File: src/verilog/ustx_consts.svh
// Register offsets, field positions, reset values and timing counts for the serial transmitter
`ifndef USTX_CONSTS_SVH
`define USTX_CONSTS_SVH
// Word offsets (one 32-bit register per address)
`define USTX_OFS_TXLOW 4'h0
`define USTX_OFS_TXHIGH 4'h1
`define USTX_OFS_STATUS 4'h2
`define USTX_OFS_CTRLA 4'h3
`define USTX_OFS_CTRLB 4'h4
`define USTX_OFS_CTRLC 4'h5
`define USTX_OFS_BAUD 4'h6
// Status bits
`define USTX_ST_TXC 0
`define USTX_ST_DRE 1
`define USTX_ST_RXC 2
`define USTX_ST_TXON 3
// Control A bits
`define USTX_CA_LOOPBACK 0
// Control B bits
`define USTX_CB_TXEN 0
`define USTX_CB_OPEN_DRAIN_ENABLE 1
`define USTX_CB_DSPEED 2
// Control C fields
`define USTX_CC_SIZE_LSB 0
`define USTX_CC_PAR_LSB 3
`define USTX_CC_STOP2 5
`define USTX_CC_SYNC 6
`define USTX_CC_XCLKIN 7
// Reset values
`define USTX_BAUD_RST 16'h0040
`define USTX_CTRLC_RST 8'h03
// Samples per bit
`define USTX_S_NORMAL 5'h10
`define USTX_S_DOUBLE 5'h08
`define USTX_S_SYNC 5'h02
`endif

File: src/verilog/ustx_pkg.sv
// Types for the serial transmitter
package ustx_pkg;
   typedef enum logic [2:0] {
      USTX_SZ5 = 3'h0,
      USTX_SZ6 = 3'h1,
      USTX_SZ7 = 3'h2,
      USTX_SZ8 = 3'h3,
      USTX_SZ9L = 3'h6,
      USTX_SZ9H = 3'h7
   } ustx_size_t;
   typedef enum logic [1:0] {
      USTX_PNONE = 2'h0,
      USTX_PEVEN = 2'h2,
      USTX_PODD = 2'h3
   } ustx_par_t;
   typedef enum {USTX_IDLE, USTX_START, USTX_DATA, USTX_PARITY, USTX_STOP} ustx_state_t;
endpackage : ustx_pkg

File: src/verilog/ustx_top.sv
// Serial transmitter with frame formatter, fractional baud generator and Avalon-MM registers
//
// Our own choices: the address map and the Avalon-MM interface to the registers.
`timescale 1ns/1ps
`include "ustx_consts.svh"
module ustx_top
   import ustx_pkg::*;
#(
   parameter int ADDR_W = 4
) (
   // Clock and reset
   input wire logic mclk,
   input wire logic rst_n,
   // Avalon-MM slave
   input wire logic [ADDR_W-1:0] avs_address,
   input wire logic avs_read,
   input wire logic avs_write,
   input wire logic [31:0] avs_writedata,
   output logic [31:0] avs_readdata,
   output logic avs_waitrequest,
   // Serial pins
   output logic txd_o,
   output logic txd_oe,
   input wire logic txd_i,
   input wire logic xck_i,
   output logic line_driver_direction,
   // Receiver side tap
   output logic rx_line,
   input wire logic rx_done
);
   if (ADDR_W < 3) begin : g_addr_check
      $error("ADDR_W too small for register map");
   end

   ////////////////////////////////////////////////////////////////////////////
   // Input synchronisers
   logic [1:0] xck_sync_reg, xck_sync_next;
   logic [1:0] txi_sync_reg, txi_sync_next;
   logic xck_prev_reg, xck_prev_next;
   always_comb begin
      xck_sync_next = {xck_sync_reg[0], xck_i};
      txi_sync_next = {txi_sync_reg[0], txd_i};
      xck_prev_next = xck_sync_reg[1];
   end
   always_ff @(posedge mclk) begin
      if (!rst_n) begin
         xck_sync_reg <= 2'h3;
         txi_sync_reg <= 2'h3;
         // Matches the synchroniser's reset level so no false edge follows reset
         xck_prev_reg <= 1'b1;
      end else begin
         xck_sync_reg <= xck_sync_next;
         txi_sync_reg <= txi_sync_next;
         xck_prev_reg <= xck_prev_next;
      end
   end
   // Only the second stage is read beyond this point
   logic xck_rise;
   assign xck_rise = xck_sync_reg[1] & ~xck_prev_reg;

   ////////////////////////////////////////////////////////////////////////////
   // Registers
   logic [15:0] baud_reg, baud_next;
   logic [7:0] ctrla_reg, ctrla_next;
   logic [7:0] ctrlb_reg, ctrlb_next;
   logic [7:0] ctrlc_reg, ctrlc_next;
   logic [8:0] dreg_reg, dreg_next;
   logic dfull_reg, dfull_next;
   logic hpend_reg, hpend_next;
   logic [8:0] buf_reg, buf_next;
   logic bfull_reg, bfull_next;
   logic txc_reg, txc_next;
   logic rxc_reg, rxc_next;
   logic txon_reg, txon_next;
   logic shift_load, frame_end, shifter_busy;

   ustx_size_t size;
   ustx_par_t par;
   logic sync_mode, xclk_in;
   assign size = ustx_size_t'(ctrlc_reg[`USTX_CC_SIZE_LSB +: 3]);
   assign par = ustx_par_t'(ctrlc_reg[`USTX_CC_PAR_LSB +: 2]);
   assign sync_mode = ctrlc_reg[`USTX_CC_SYNC];
   assign xclk_in = ctrlc_reg[`USTX_CC_XCLKIN];

   logic is9l, is9h, wr, rd, dre;
   assign is9l = (size == USTX_SZ9L);
   assign is9h = (size == USTX_SZ9H);
   assign wr = avs_write;
   assign rd = avs_read;
   assign dre = ~dfull_reg & ~hpend_reg;
   // Single-cycle answer: no wait states
   assign avs_waitrequest = 1'b0;

   always_comb begin
      baud_next = baud_reg;
      ctrla_next = ctrla_reg;
      ctrlb_next = ctrlb_reg;
      ctrlc_next = ctrlc_reg;
      dreg_next = dreg_reg;
      dfull_next = dfull_reg;
      hpend_next = hpend_reg;
      buf_next = buf_reg;
      bfull_next = bfull_reg;
      txc_next = txc_reg;
      rxc_next = rxc_reg;
      txon_next = txon_reg;
      // Data register moves to buffer once buffer empties (or shifter takes it)
      if (shift_load) begin
         bfull_next = 1'b0;
      end
      if (dfull_reg && (!bfull_reg || shift_load)) begin
         buf_next = dreg_reg;
         bfull_next = 1'b1;
         dfull_next = 1'b0;
      end
      if (wr) begin
         unique case ({1'b0, avs_address[2:0]})
            `USTX_OFS_TXLOW: begin
               // Writes while the data register is full are dropped, protecting queued data
               if (dre || hpend_reg) begin
                  dreg_next[7:0] = avs_writedata[7:0];
                  if (size == USTX_SZ9L) begin
                     hpend_next = 1'b1;
                  end else begin
                     if (!is9h) dreg_next[8] = 1'b0;
                     hpend_next = 1'b0;
                     dfull_next = 1'b1;
                  end
                  txc_next = 1'b0;
               end
            end
            `USTX_OFS_TXHIGH: begin
               if (dre || hpend_reg) begin
                  dreg_next[8] = avs_writedata[0];
                  if (is9l) begin
                     hpend_next = 1'b0;
                     dfull_next = 1'b1;
                  end else begin
                     hpend_next = is9h;
                  end
               end
            end
            `USTX_OFS_STATUS: begin
               if (avs_writedata[`USTX_ST_TXC]) txc_next = 1'b0;
               if (avs_writedata[`USTX_ST_RXC]) rxc_next = 1'b0;
            end
            `USTX_OFS_CTRLA: ctrla_next = avs_writedata[7:0];
            `USTX_OFS_CTRLB: ctrlb_next = avs_writedata[7:0];
            `USTX_OFS_CTRLC: ctrlc_next = avs_writedata[7:0];
            `USTX_OFS_BAUD: baud_next = avs_writedata[15:0];
            default: ;
         endcase
      end
      // Hardware set wins over software clear
      if (frame_end && !dfull_next && !bfull_next && !shift_load && !hpend_next) begin
         txc_next = 1'b1;
      end
      if (rx_done) rxc_next = 1'b1;
      // Enable immediately, disable only once drained
      if (ctrlb_reg[`USTX_CB_TXEN]) begin
         txon_next = 1'b1;
      end else if (!dfull_reg && !bfull_reg && !shifter_busy && !hpend_reg) begin
         txon_next = 1'b0;
      end
   end
   always_ff @(posedge mclk) begin
      if (!rst_n) begin
         baud_reg <= `USTX_BAUD_RST;
         ctrla_reg <= 8'h00;
         ctrlb_reg <= 8'h00;
         ctrlc_reg <= `USTX_CTRLC_RST;
         dreg_reg <= 9'h000;
         dfull_reg <= 1'b0;
         hpend_reg <= 1'b0;
         buf_reg <= 9'h000;
         bfull_reg <= 1'b0;
         txc_reg <= 1'b0;
         rxc_reg <= 1'b0;
         txon_reg <= 1'b0;
      end else begin
         baud_reg <= baud_next;
         ctrla_reg <= ctrla_next;
         ctrlb_reg <= ctrlb_next;
         ctrlc_reg <= ctrlc_next;
         dreg_reg <= dreg_next;
         dfull_reg <= dfull_next;
         hpend_reg <= hpend_next;
         buf_reg <= buf_next;
         bfull_reg <= bfull_next;
         txc_reg <= txc_next;
         rxc_reg <= rxc_next;
         txon_reg <= txon_next;
      end
   end
   // Read data is combinational so it stands at the sampling edge
   always_comb begin
      avs_readdata = 32'h0000_0000;
      if (rd) begin
         unique case ({1'b0, avs_address[2:0]})
            `USTX_OFS_STATUS: avs_readdata = {28'h000_0000, txon_reg, rxc_reg, dre, txc_reg};
            `USTX_OFS_CTRLA: avs_readdata = {24'h00_0000, ctrla_reg};
            `USTX_OFS_CTRLB: avs_readdata = {24'h00_0000, ctrlb_reg};
            `USTX_OFS_CTRLC: avs_readdata = {24'h00_0000, ctrlc_reg};
            `USTX_OFS_BAUD: avs_readdata = {16'h0000, baud_reg};
            default: avs_readdata = 32'h0000_0000;
         endcase
      end
   end

   ////////////////////////////////////////////////////////////////////////////
   // Fractional baud generator: one tick per sample period
   logic [9:0] pcnt_reg, pcnt_next;
   logic [5:0] facc_reg, facc_next;
   logic stretch_reg, stretch_next;
   logic [4:0] scnt_reg, scnt_next;
   logic sample_tick, bit_tick;
   logic [4:0] spb;
   always_comb begin
      if (sync_mode) spb = `USTX_S_SYNC;
      else if (ctrlb_reg[`USTX_CB_DSPEED]) spb = `USTX_S_DOUBLE;
      else spb = `USTX_S_NORMAL;
   end
   always_comb begin
      pcnt_next = pcnt_reg;
      facc_next = facc_reg;
      stretch_next = stretch_reg;
      sample_tick = 1'b0;
      if (!txon_reg) begin
         pcnt_next = 10'h001;
         facc_next = 6'h00;
         stretch_next = 1'b0;
      end else if (pcnt_reg >= baud_reg[15:6] && !stretch_reg) begin
         // Fraction only in async modes; sync uses the integer part alone
         if (!sync_mode && ({1'b0, facc_reg} + {1'b0, baud_reg[5:0]}) > 7'h3f) begin
            stretch_next = 1'b1;
         end else begin
            sample_tick = 1'b1;
            pcnt_next = 10'h001;
         end
         facc_next = sync_mode ? 6'h00 : facc_reg + baud_reg[5:0];
      end else if (stretch_reg) begin
         stretch_next = 1'b0;
         sample_tick = 1'b1;
         pcnt_next = 10'h001;
      end else begin
         pcnt_next = pcnt_reg + 10'h001;
      end
      scnt_next = scnt_reg;
      bit_tick = 1'b0;
      if (!txon_reg) begin
         scnt_next = 5'h00;
      end else if (sample_tick) begin
         if (scnt_reg + 5'h01 >= spb) begin
            scnt_next = 5'h00;
            bit_tick = ~(sync_mode & xclk_in);
         end else begin
            scnt_next = scnt_reg + 5'h01;
         end
      end
      if (sync_mode && xclk_in && txon_reg) bit_tick = xck_rise;
   end
   always_ff @(posedge mclk) begin
      if (!rst_n) begin
         pcnt_reg <= 10'h001;
         facc_reg <= 6'h00;
         stretch_reg <= 1'b0;
         scnt_reg <= 5'h00;
      end else begin
         pcnt_reg <= pcnt_next;
         facc_reg <= facc_next;
         stretch_reg <= stretch_next;
         scnt_reg <= scnt_next;
      end
   end

   ////////////////////////////////////////////////////////////////////////////
   // Frame formatter
   ustx_state_t st_reg, st_next;
   logic [8:0] sh_reg, sh_next;
   logic [3:0] bcnt_reg, bcnt_next;
   logic par_reg, par_next;
   logic line_reg, line_next;
   logic [3:0] nbits;
   always_comb begin
      unique case (size)
         USTX_SZ5: nbits = 4'h5;
         USTX_SZ6: nbits = 4'h6;
         USTX_SZ7: nbits = 4'h7;
         USTX_SZ8: nbits = 4'h8;
         default: nbits = 4'h9;
      endcase
   end
   assign shifter_busy = (st_reg != USTX_IDLE);
   always_comb begin
      st_next = st_reg;
      sh_next = sh_reg;
      bcnt_next = bcnt_reg;
      par_next = par_reg;
      line_next = line_reg;
      shift_load = 1'b0;
      frame_end = 1'b0;
      if (bit_tick) begin
         unique case (st_reg)
            USTX_IDLE: begin
               line_next = 1'b1;
               if (bfull_reg) begin
                  shift_load = 1'b1;
                  sh_next = buf_reg & ((9'h001 << nbits) - 9'h001);
                  par_next = (par == USTX_PODD);
                  line_next = 1'b0;
                  st_next = USTX_START;
               end
            end
            USTX_START, USTX_DATA: begin
               line_next = sh_reg[0];
               par_next = par_reg ^ sh_reg[0];
               sh_next = {1'b0, sh_reg[8:1]};
               bcnt_next = (st_reg == USTX_START) ? 4'h1 : bcnt_reg + 4'h1;
               st_next = USTX_DATA;
               if (st_reg == USTX_DATA && bcnt_reg == nbits) begin
                  if (par != USTX_PNONE) begin
                     line_next = par_reg;
                     st_next = USTX_PARITY;
                  end else begin
                     line_next = 1'b1;
                     bcnt_next = 4'h0;
                     st_next = USTX_STOP;
                  end
               end
            end
            USTX_PARITY: begin
               line_next = 1'b1;
               bcnt_next = 4'h0;
               st_next = USTX_STOP;
            end
            USTX_STOP: begin
               if (ctrlc_reg[`USTX_CC_STOP2] && bcnt_reg == 4'h0) begin
                  bcnt_next = 4'h1;
               end else begin
                  frame_end = 1'b1;
                  // Next frame starts without idle gap
                  if (bfull_reg) begin
                     shift_load = 1'b1;
                     sh_next = buf_reg & ((9'h001 << nbits) - 9'h001);
                     par_next = (par == USTX_PODD);
                     line_next = 1'b0;
                     st_next = USTX_START;
                  end else begin
                     st_next = USTX_IDLE;
                  end
               end
            end
            default: st_next = USTX_IDLE;
         endcase
      end
   end
   always_ff @(posedge mclk) begin
      if (!rst_n) begin
         st_reg <= USTX_IDLE;
         sh_reg <= 9'h000;
         bcnt_reg <= 4'h0;
         par_reg <= 1'b0;
         line_reg <= 1'b1;
      end else begin
         st_reg <= st_next;
         sh_reg <= sh_next;
         bcnt_reg <= bcnt_next;
         par_reg <= par_next;
         line_reg <= line_next;
      end
   end

   ////////////////////////////////////////////////////////////////////////////
   // Pin control
   always_comb begin
      txd_o = line_reg;
      txd_oe = txon_reg;
      if (ctrlb_reg[`USTX_CB_OPEN_DRAIN_ENABLE]) begin
         txd_o = 1'b0;
         txd_oe = txon_reg & ~line_reg;
      end
      line_driver_direction = shifter_busy;
      rx_line = ctrla_reg[`USTX_CA_LOOPBACK] ? line_reg : txi_sync_reg[1];
   end

   AST_START_LOW: assert property (@(posedge mclk) disable iff (!rst_n)
      (st_reg == USTX_START) |-> !line_reg)
      else $error("start bit not low");
   AST_STOP_HIGH: assert property (@(posedge mclk) disable iff (!rst_n)
      (st_reg == USTX_STOP) |-> line_reg)
      else $error("stop bit not high");
   AST_IDLE_HIGH: assert property (@(posedge mclk) disable iff (!rst_n)
      (st_reg == USTX_IDLE && $past(st_reg) == USTX_IDLE) |-> line_reg)
      else $error("idle line not high");
   AST_TXC_SET: assert property (@(posedge mclk) disable iff (!rst_n)
      $rose(txc_reg) |-> !dfull_reg && !bfull_reg)
      else $error("complete flag with data pending");
   AST_DIS_WAIT: assert property (@(posedge mclk) disable iff (!rst_n)
      $fell(txon_reg) |-> !$past(shifter_busy) && !$past(bfull_reg))
      else $error("disable before drain");
   AST_PIN_RELEASE: assert property (@(posedge mclk) disable iff (!rst_n)
      !txon_reg |-> !txd_oe)
      else $error("pin driven while disabled");
   AST_LOAD_ORDER: assert property (@(posedge mclk) disable iff (!rst_n)
      shift_load |-> bfull_reg)
      else $error("shifter loaded from empty buffer");
   AST_DIR: assert property (@(posedge mclk) disable iff (!rst_n)
      !line_reg |-> line_driver_direction)
      else $error("direction low during frame");
endmodule : ustx_top

File: config.mk
export PLATFORM = sky130hd
export DESIGN_NAME = ustx_top
export DESIGN_NICKNAME = d
export VERILOG_FILES = /design/src/verilog/ustx_pkg.sv /design/src/verilog/ustx_top.sv
export VERILOG_INCLUDE_DIRS = /design/src /design/src/verilog
export SDC_FILE = /design/constraint.sdc
export NUM_CORES = 1
export LEC_CHECK = 0
export BUFFER_PORTS_ARGS = -buffer_cell sky130_fd_sc_hd__buf_2
export CORE_UTILIZATION = 58
export CTS_BUF_LIST = sky130_fd_sc_hd__clkbuf_16
export DETAILED_ROUTE_END_ITERATION = 8
export PLACE_DENSITY = 0.8
export SETUP_SLACK_MARGIN = 0.05
export SKIP_LAST_GASP = 1
export SLEW_MARGIN = 20
export SYNTH_ARGS = -nofsm -noshare
export SYNTH_HDL_FRONTEND = slang
export SYNTH_SLANG_ARGS = --single-unit
File: constraint.sdc
create_clock -name mclk -period 3.45 [get_ports mclk]
set_input_delay 0.345 -clock mclk [delete_from_list [all_inputs] [get_ports mclk]]
set_output_delay 0.345 -clock mclk [all_outputs]
set_load 0.05 [all_outputs]
======== Word-level counts from Yosys, hierarchy flattened ========
Cells that the tools add are included.
storage, ports and cells
  bits in registers ....................... 138
  word-level logic and storage cells ...... 215
operators by class
  add/subtract/negate cells ............... 6
  magnitude comparators ................... 3
  equal/unequal tests ..................... 30
  shifts and indexed selects .............. 1
  muxes and demuxes ....................... 82
  bitwise gates (word level) .............. 11
  reduce and logical (&&, ||, !) cells .... 57
operators by type and width
  operator               count
  $pmux 32 s4            1
  $eq 32x2->1 const B    3
  $pmux 16 s5            1
  $eq 32x3->1 const B    2
  $mux 32                2
  $mux 1                 51
  $eq 32x1->1 const B    1
  $logic_not 32->1       1
  $reduce_bool 32->1     1
  $mux 10                3
  $mux 9                 3
  $pmux 9 s3             1
  $ne 2x2->1 const B     9
  $reduce_and 3->1       6
  $mux 16                1
  $mux 4                 4
  $pmux 4 s4             1
  $eq 3x3->1 const B     5
  $mux 5                 3
  $logic_and 1x1->1      14
  $reduce_bool 2->1      7
  $eq 3x2->1 const B     4
  $pmux 4 s3             1
  $add 10x1->10 const B  1
  other kinds (32)       64

======== Depth between registers and ports, before layout ========
  depth in word-level cells ............... 24
  depth in mapped cells ................... 12
  depth with buffers taken out ............ 11

======== Least setup slack after synthesis ========
No wires, ideal clock.
  path kind ............................... reg2reg
  start point ............................. register baud_reg[0]
  end point ............................... register bcnt_reg[0]
  library setup time ...................... 0.116 ns
  data arrival time ....................... 2.399 ns
  data required time ...................... 3.334 ns
  path slack .............................. 0.935 ns
  cell stages (with the launch flop) ...... 11
  path buffers ............................ 1
  clock period less this slack ............ 2.515 ns
  cell sequence ........................... dfxtp_1 -> ha_1 -> fa_1 -> a211oi_2 -> nor2_1 -> o31a_4 -> a21oi_4 -> a31oi_2 -> buf_6 -> o311a_1 -> a31o_1
on the way
  longest elaborated chain between the ends .. 10
ends and longest elaborated chain
  item                        RTL line         text
  from (decl)                 ustx_top.sv:63   logic [15:0] baud_reg, baud_next;
  from (signal assigned)      ustx_top.sv:168  baud_reg <= `USTX_BAUD_RST;
  from (signal assigned)      ustx_top.sv:181  baud_reg <= baud_next;
  $add 6x6->7                 ustx_top.sv:234  if (!sync_mode && ({1'b0, facc_reg} + {1'b0, baud_reg[5:0]}) > 7'h3f) begin
  $gt 7x6->1                  ustx_top.sv:234
  $logic_and 1x1->1           ustx_top.sv:234
  $mux 1                      ustx_top.sv:234
  $mux 1                      ustx_top.sv:232  end else if (pcnt_reg >= baud_reg[15:6] && !stretch_reg) begin
  $mux 1                      ustx_top.sv:228  if (!txon_reg) begin
  $mux 1                      ustx_top.sv:252  end else if (sample_tick) begin
  $mux 1                      ustx_top.sv:250  if (!txon_reg) begin
  $mux 1                      ustx_top.sv:260  if (sync_mode && xclk_in && txon_reg) bit_tick = xck_rise;
  $reduce_and 3->1 (no line)  --
  to (signal assigned)        ustx_top.sv:367  bcnt_reg <= bcnt_next;
  to (decl)                   ustx_top.sv:280  logic [3:0] bcnt_reg, bcnt_next;
Every way passes these cells.
A chain may end at the register's enable or synchronous reset.

======== Worst setup path after layout ========
  start point ............................. register scnt_reg[0]
  end point ............................... register par_reg
on the way
  longest elaborated chain between the ends .. 7
ends and longest elaborated chain
  item                        RTL line         text
  from (decl)                 ustx_top.sv:215  logic [4:0] scnt_reg, scnt_next;
  from (signal assigned)      ustx_top.sv:272  scnt_reg <= scnt_next;
  $add 5x1->5                 ustx_top.sv:253  if (scnt_reg + 5'h01 >= spb) begin
  $ge 5x5->1                  ustx_top.sv:253
  $mux 1                      ustx_top.sv:253
  $mux 1                      ustx_top.sv:252
  $mux 1                      ustx_top.sv:250
  $mux 1                      ustx_top.sv:260
  $reduce_and 3->1 (no line)  --
  to (signal assigned)        ustx_top.sv:368  par_reg <= par_next;
  to (decl)                   ustx_top.sv:281  logic par_reg, par_next;
Every way passes these cells.

==> results.yml <==
grt:
  grt_usage_pct: 27.4
  grt_pass1_vias: 4905
  grt_overflow: 0
  antenna_found_initial: 0
  grt_pass1_wl_mm: 24.1
  grt_max_degree: 48
critical_path:
  path_cells: "ha_1 -> nand3_1 -> xnor2_1 -> ha_1 -> o21ai_0 -> a41oi_2 -> or2_4 -> a31o_1 -> a31oi_2 -> nor2_2 -> a31o_2"
  startpoint: "scnt_reg[0]$_SDFFE_PN0N_"
  cp.arrival_ps: 3350
  r2r-end: "par_reg$_SDFFE_PN0P_"
  slowest_delay_ps: 540
  startpoint_type: "register"
  critPathRequiredTime_ps: 3710
  cp_slowest_cell: "a31oi_2"
  r2r_start: "scnt_reg[0]$_SDFFE_PN0N_"
  crit_type: "register to register"
  critPathMaxFanout: 11
  crit_path_frequent_cell: "ha_1"
  r2r_slack_ps: 360
  endpoint_kind: "register"
  reg2reg_depth: 11
timing:
  setup_viol: 0
  finClkSkew_ps: 7.25
  max_slew_margin_pct: 24.6
  clock.fmax_mhz: 324
  setup_tns_ps: 0
  period_share_pct: 89.4
  worstMarginPinSlew_ps: 1130
  rsz0062_at_grt: "no"
  fin_crit_ps: 3090
  slew_viol_final: 0
  hold_viol_final: 0
layout:
  synthToLayoutAreaGrowth_pct: 7.11
  multi_input_area_mm2: 0.00361
  drive_above_1_share_pct: 11.8
  regArea_mm2: 0.00218
  antenna_cells: 0
  largest_reg_flops: 16
  finalNetCount: 840
  fillerInstances: 872
  instances_no_fill: 913
floorplanning:
  die_y_um: 105
  initial_core_util_pct: 59.8
  fp-row-count: 37
  dieArea_mm2: 0.0110
  io_pins: 80
  core-area_mm2: 0.0103
  fp.dieW_um: 105
drt:
  wl_per_cell_um: 15.5
  via_per_inst: 5.84
  drt_wl_total_mm: 14.2
  drc: 0
  first_pass_iters: 5
  vias: 5331
  drt_iter0_markers: 458
  antenna_left: 0
clock_tree:
  cts_tree: "yes"
  cts_root_buffer: "clkbuf_16"
  hold_buffers: 0
  h-tree-depth: 3
  insertion_delay_ps: 360
  cts_sinks: 109
  cts_inserted_buffers: 9
  cts-resized-gates: 0
  cts_setup_buffers: 0
  clkTransAtPathRegs_ps: 80
  cts_buffer_depth: 2
synthesis:
  synth_cell_types: 76
  synth_edf_count: 0
  yosys-top-cells-area: "dfxtp_1, nand2_1, ha_1, a21boi_0, mux2i_1"
  syn_avg_cell_area_um2: 8.12
  ys_seq_area_share_pct: 35.5
  netlist_area_mm2: 0.00614
  synthesis.instances: 756
  async_flop_share_pct: 0
  yosysTopAreaCell: "dfxtp_1"
  ys_warn_count: 0
  synthDominantCellAreaShare_pct: 35.5
  synthTopCellsByCount: "nand2_1, dfxtp_1, a21oi_1"
  synth-main-ff-cell: "dfxtp_1"
  ys_ff_latch: 109
  synth_most_common_cell: "nand2_1"
power_and_ir_drop:
  p_clk_share_pct: 41.3
  p_leak_uw: 0.00255
  vdd_ir_drop_max_uv: 320
  p_sw_share_pct: 26.5
  seq_power_share_pct: 49.4
  power.density_mw_per_mm2: 397
  p_int_uw: 1920
  comb_power_share_pct: 9.3
  switching_power_uw: 692
place:
  gp_congestion: 0.834
  dp_hpwl_mm: 10.0
  portBuffers: 45
  dp_cells: 897
min_path:
  min_from: "txd_i"
  hold_depth: 2
  hp-class: "input port to register"
  hold_path_end: "txi_sync_reg[0]$_SDFF_PN1_"
flow_run:
  maxCapViolations: 0
status:
  status: "completed"
==> through the flow <==
stage | worst slack (ps) | hold WS, ps | cell area [um2] | util [%] | total power (uW)
6_report | 365 | 160 | 6580 | 64.0 | 2610
5_1_grt | 117 | 159 | 6580 | 64.0 | 2710
4_1_cts | 362 | 152 | 6580 | 64.0 | 2620
3_5_place_dp | 378 | 405 | 6270 | 61.0 | 1560
3_3_place_gp | 428 | 393 | 6270 | 61.0 | 1550
2_1_floorplan | 935 | 386 | 6200 | - | 1520
==> power by group through the flow <==
stage               clock network [uW]  registers (uW)  logic [uW]
CTS                               1100            1290         239
global route                      1160            1290         263
global placement                     0            1320         232
detailed placement                   0            1320         237
floorplan                            0            1310         205
finish                            1080            1290         242
==> per-layer routing <==
layer	vias up	global-route usage [%]	share of wire, %
li1	2614	-	-
met1	2512	37.6	46
met2	180	42.7	46
met3	25	4.18	5.6
met4	0	11.7	2.5
met5	-	0	0
==> kinds of logic (layout without fill, tap and decap cells) <==
logic type / after synthesis / in the layout / share of synthesized area [%]
xor gates and xnor gates: 10 / 10 / 1.43
adders and majority gates: 26 / 26 / 5.38
muxes: 32 / 32 / 5.32
buffers and inverters: 77 / 81 / 6.74
AOI/OAI and AO/OA: 166 / 166 / 18.7
DFF: 109 / 109 / 35.5
and+or+nand+nor: 334 / 334 / 26.8
other: 2 / 19 / 0.122
==> cell type report <==
cell class | count | share of cell area [%]
Timing Repair Buffer | 47 | 3.65
Inverter | 18 | 1.03
Clock buffer | 9 | 3.42
Clock inverter | 7 | 1.27
Sequential cell | 109 | 33.2
Multi-Input combinational cell | 587 | 54.9
Tap cell | 136 | 2.59
==> placed cells by master, fill, tap and decap left out, drive strengths merged, types with 6 or more instances in the layout <==
cell type,Yosys,routed
nand3,34,34
a21oi,44,44
conb,2,19
or3,8,8
and2,16,16
clkbuf,29,9
a21boi,37,37
nand2,144,144
o21ai,33,33
nand2b,11,11
and3,9,9
dfxtp,109,109
mux2i,27,27
nand3b,8,8
inv,17,19
nor3,6,6
nor2,35,35
xnor2,6,6
nor2b,35,35
ha,24,24
buf,28,47
nand4,8,8
nor3b,9,9
==> worst max path at each step <==
| stage | to | slack (ps) | depth (start not counted) |
|---|---|---|---|
| finish | par_reg$_SDFFE_PN0P_ | 360 | 11 |
| global route | par_reg$_SDFFE_PN0P_ | 120 | 11 |
| CTS | par_reg$_SDFFE_PN0P_ | 360 | 11 |
| detailed placement | par_reg$_SDFFE_PN0P_ | 380 | 11 |
| global placement | par_reg$_SDFFE_PN0P_ | 430 | 11 |
| floorplan | bcnt_reg[0]$_SDFFE_PN0P_ | 940 | 10 |
==> worst max-delay path, delay by kind of cell, from the launching register on <==
kind,cells,cell delay (ps)
fa+ha+maj,2,510
flops,1,390
compound gates,5,1230
xor+xnor,1,220
simple gates,3,630
No activity file was read; power rests on OpenSTA's default activity.
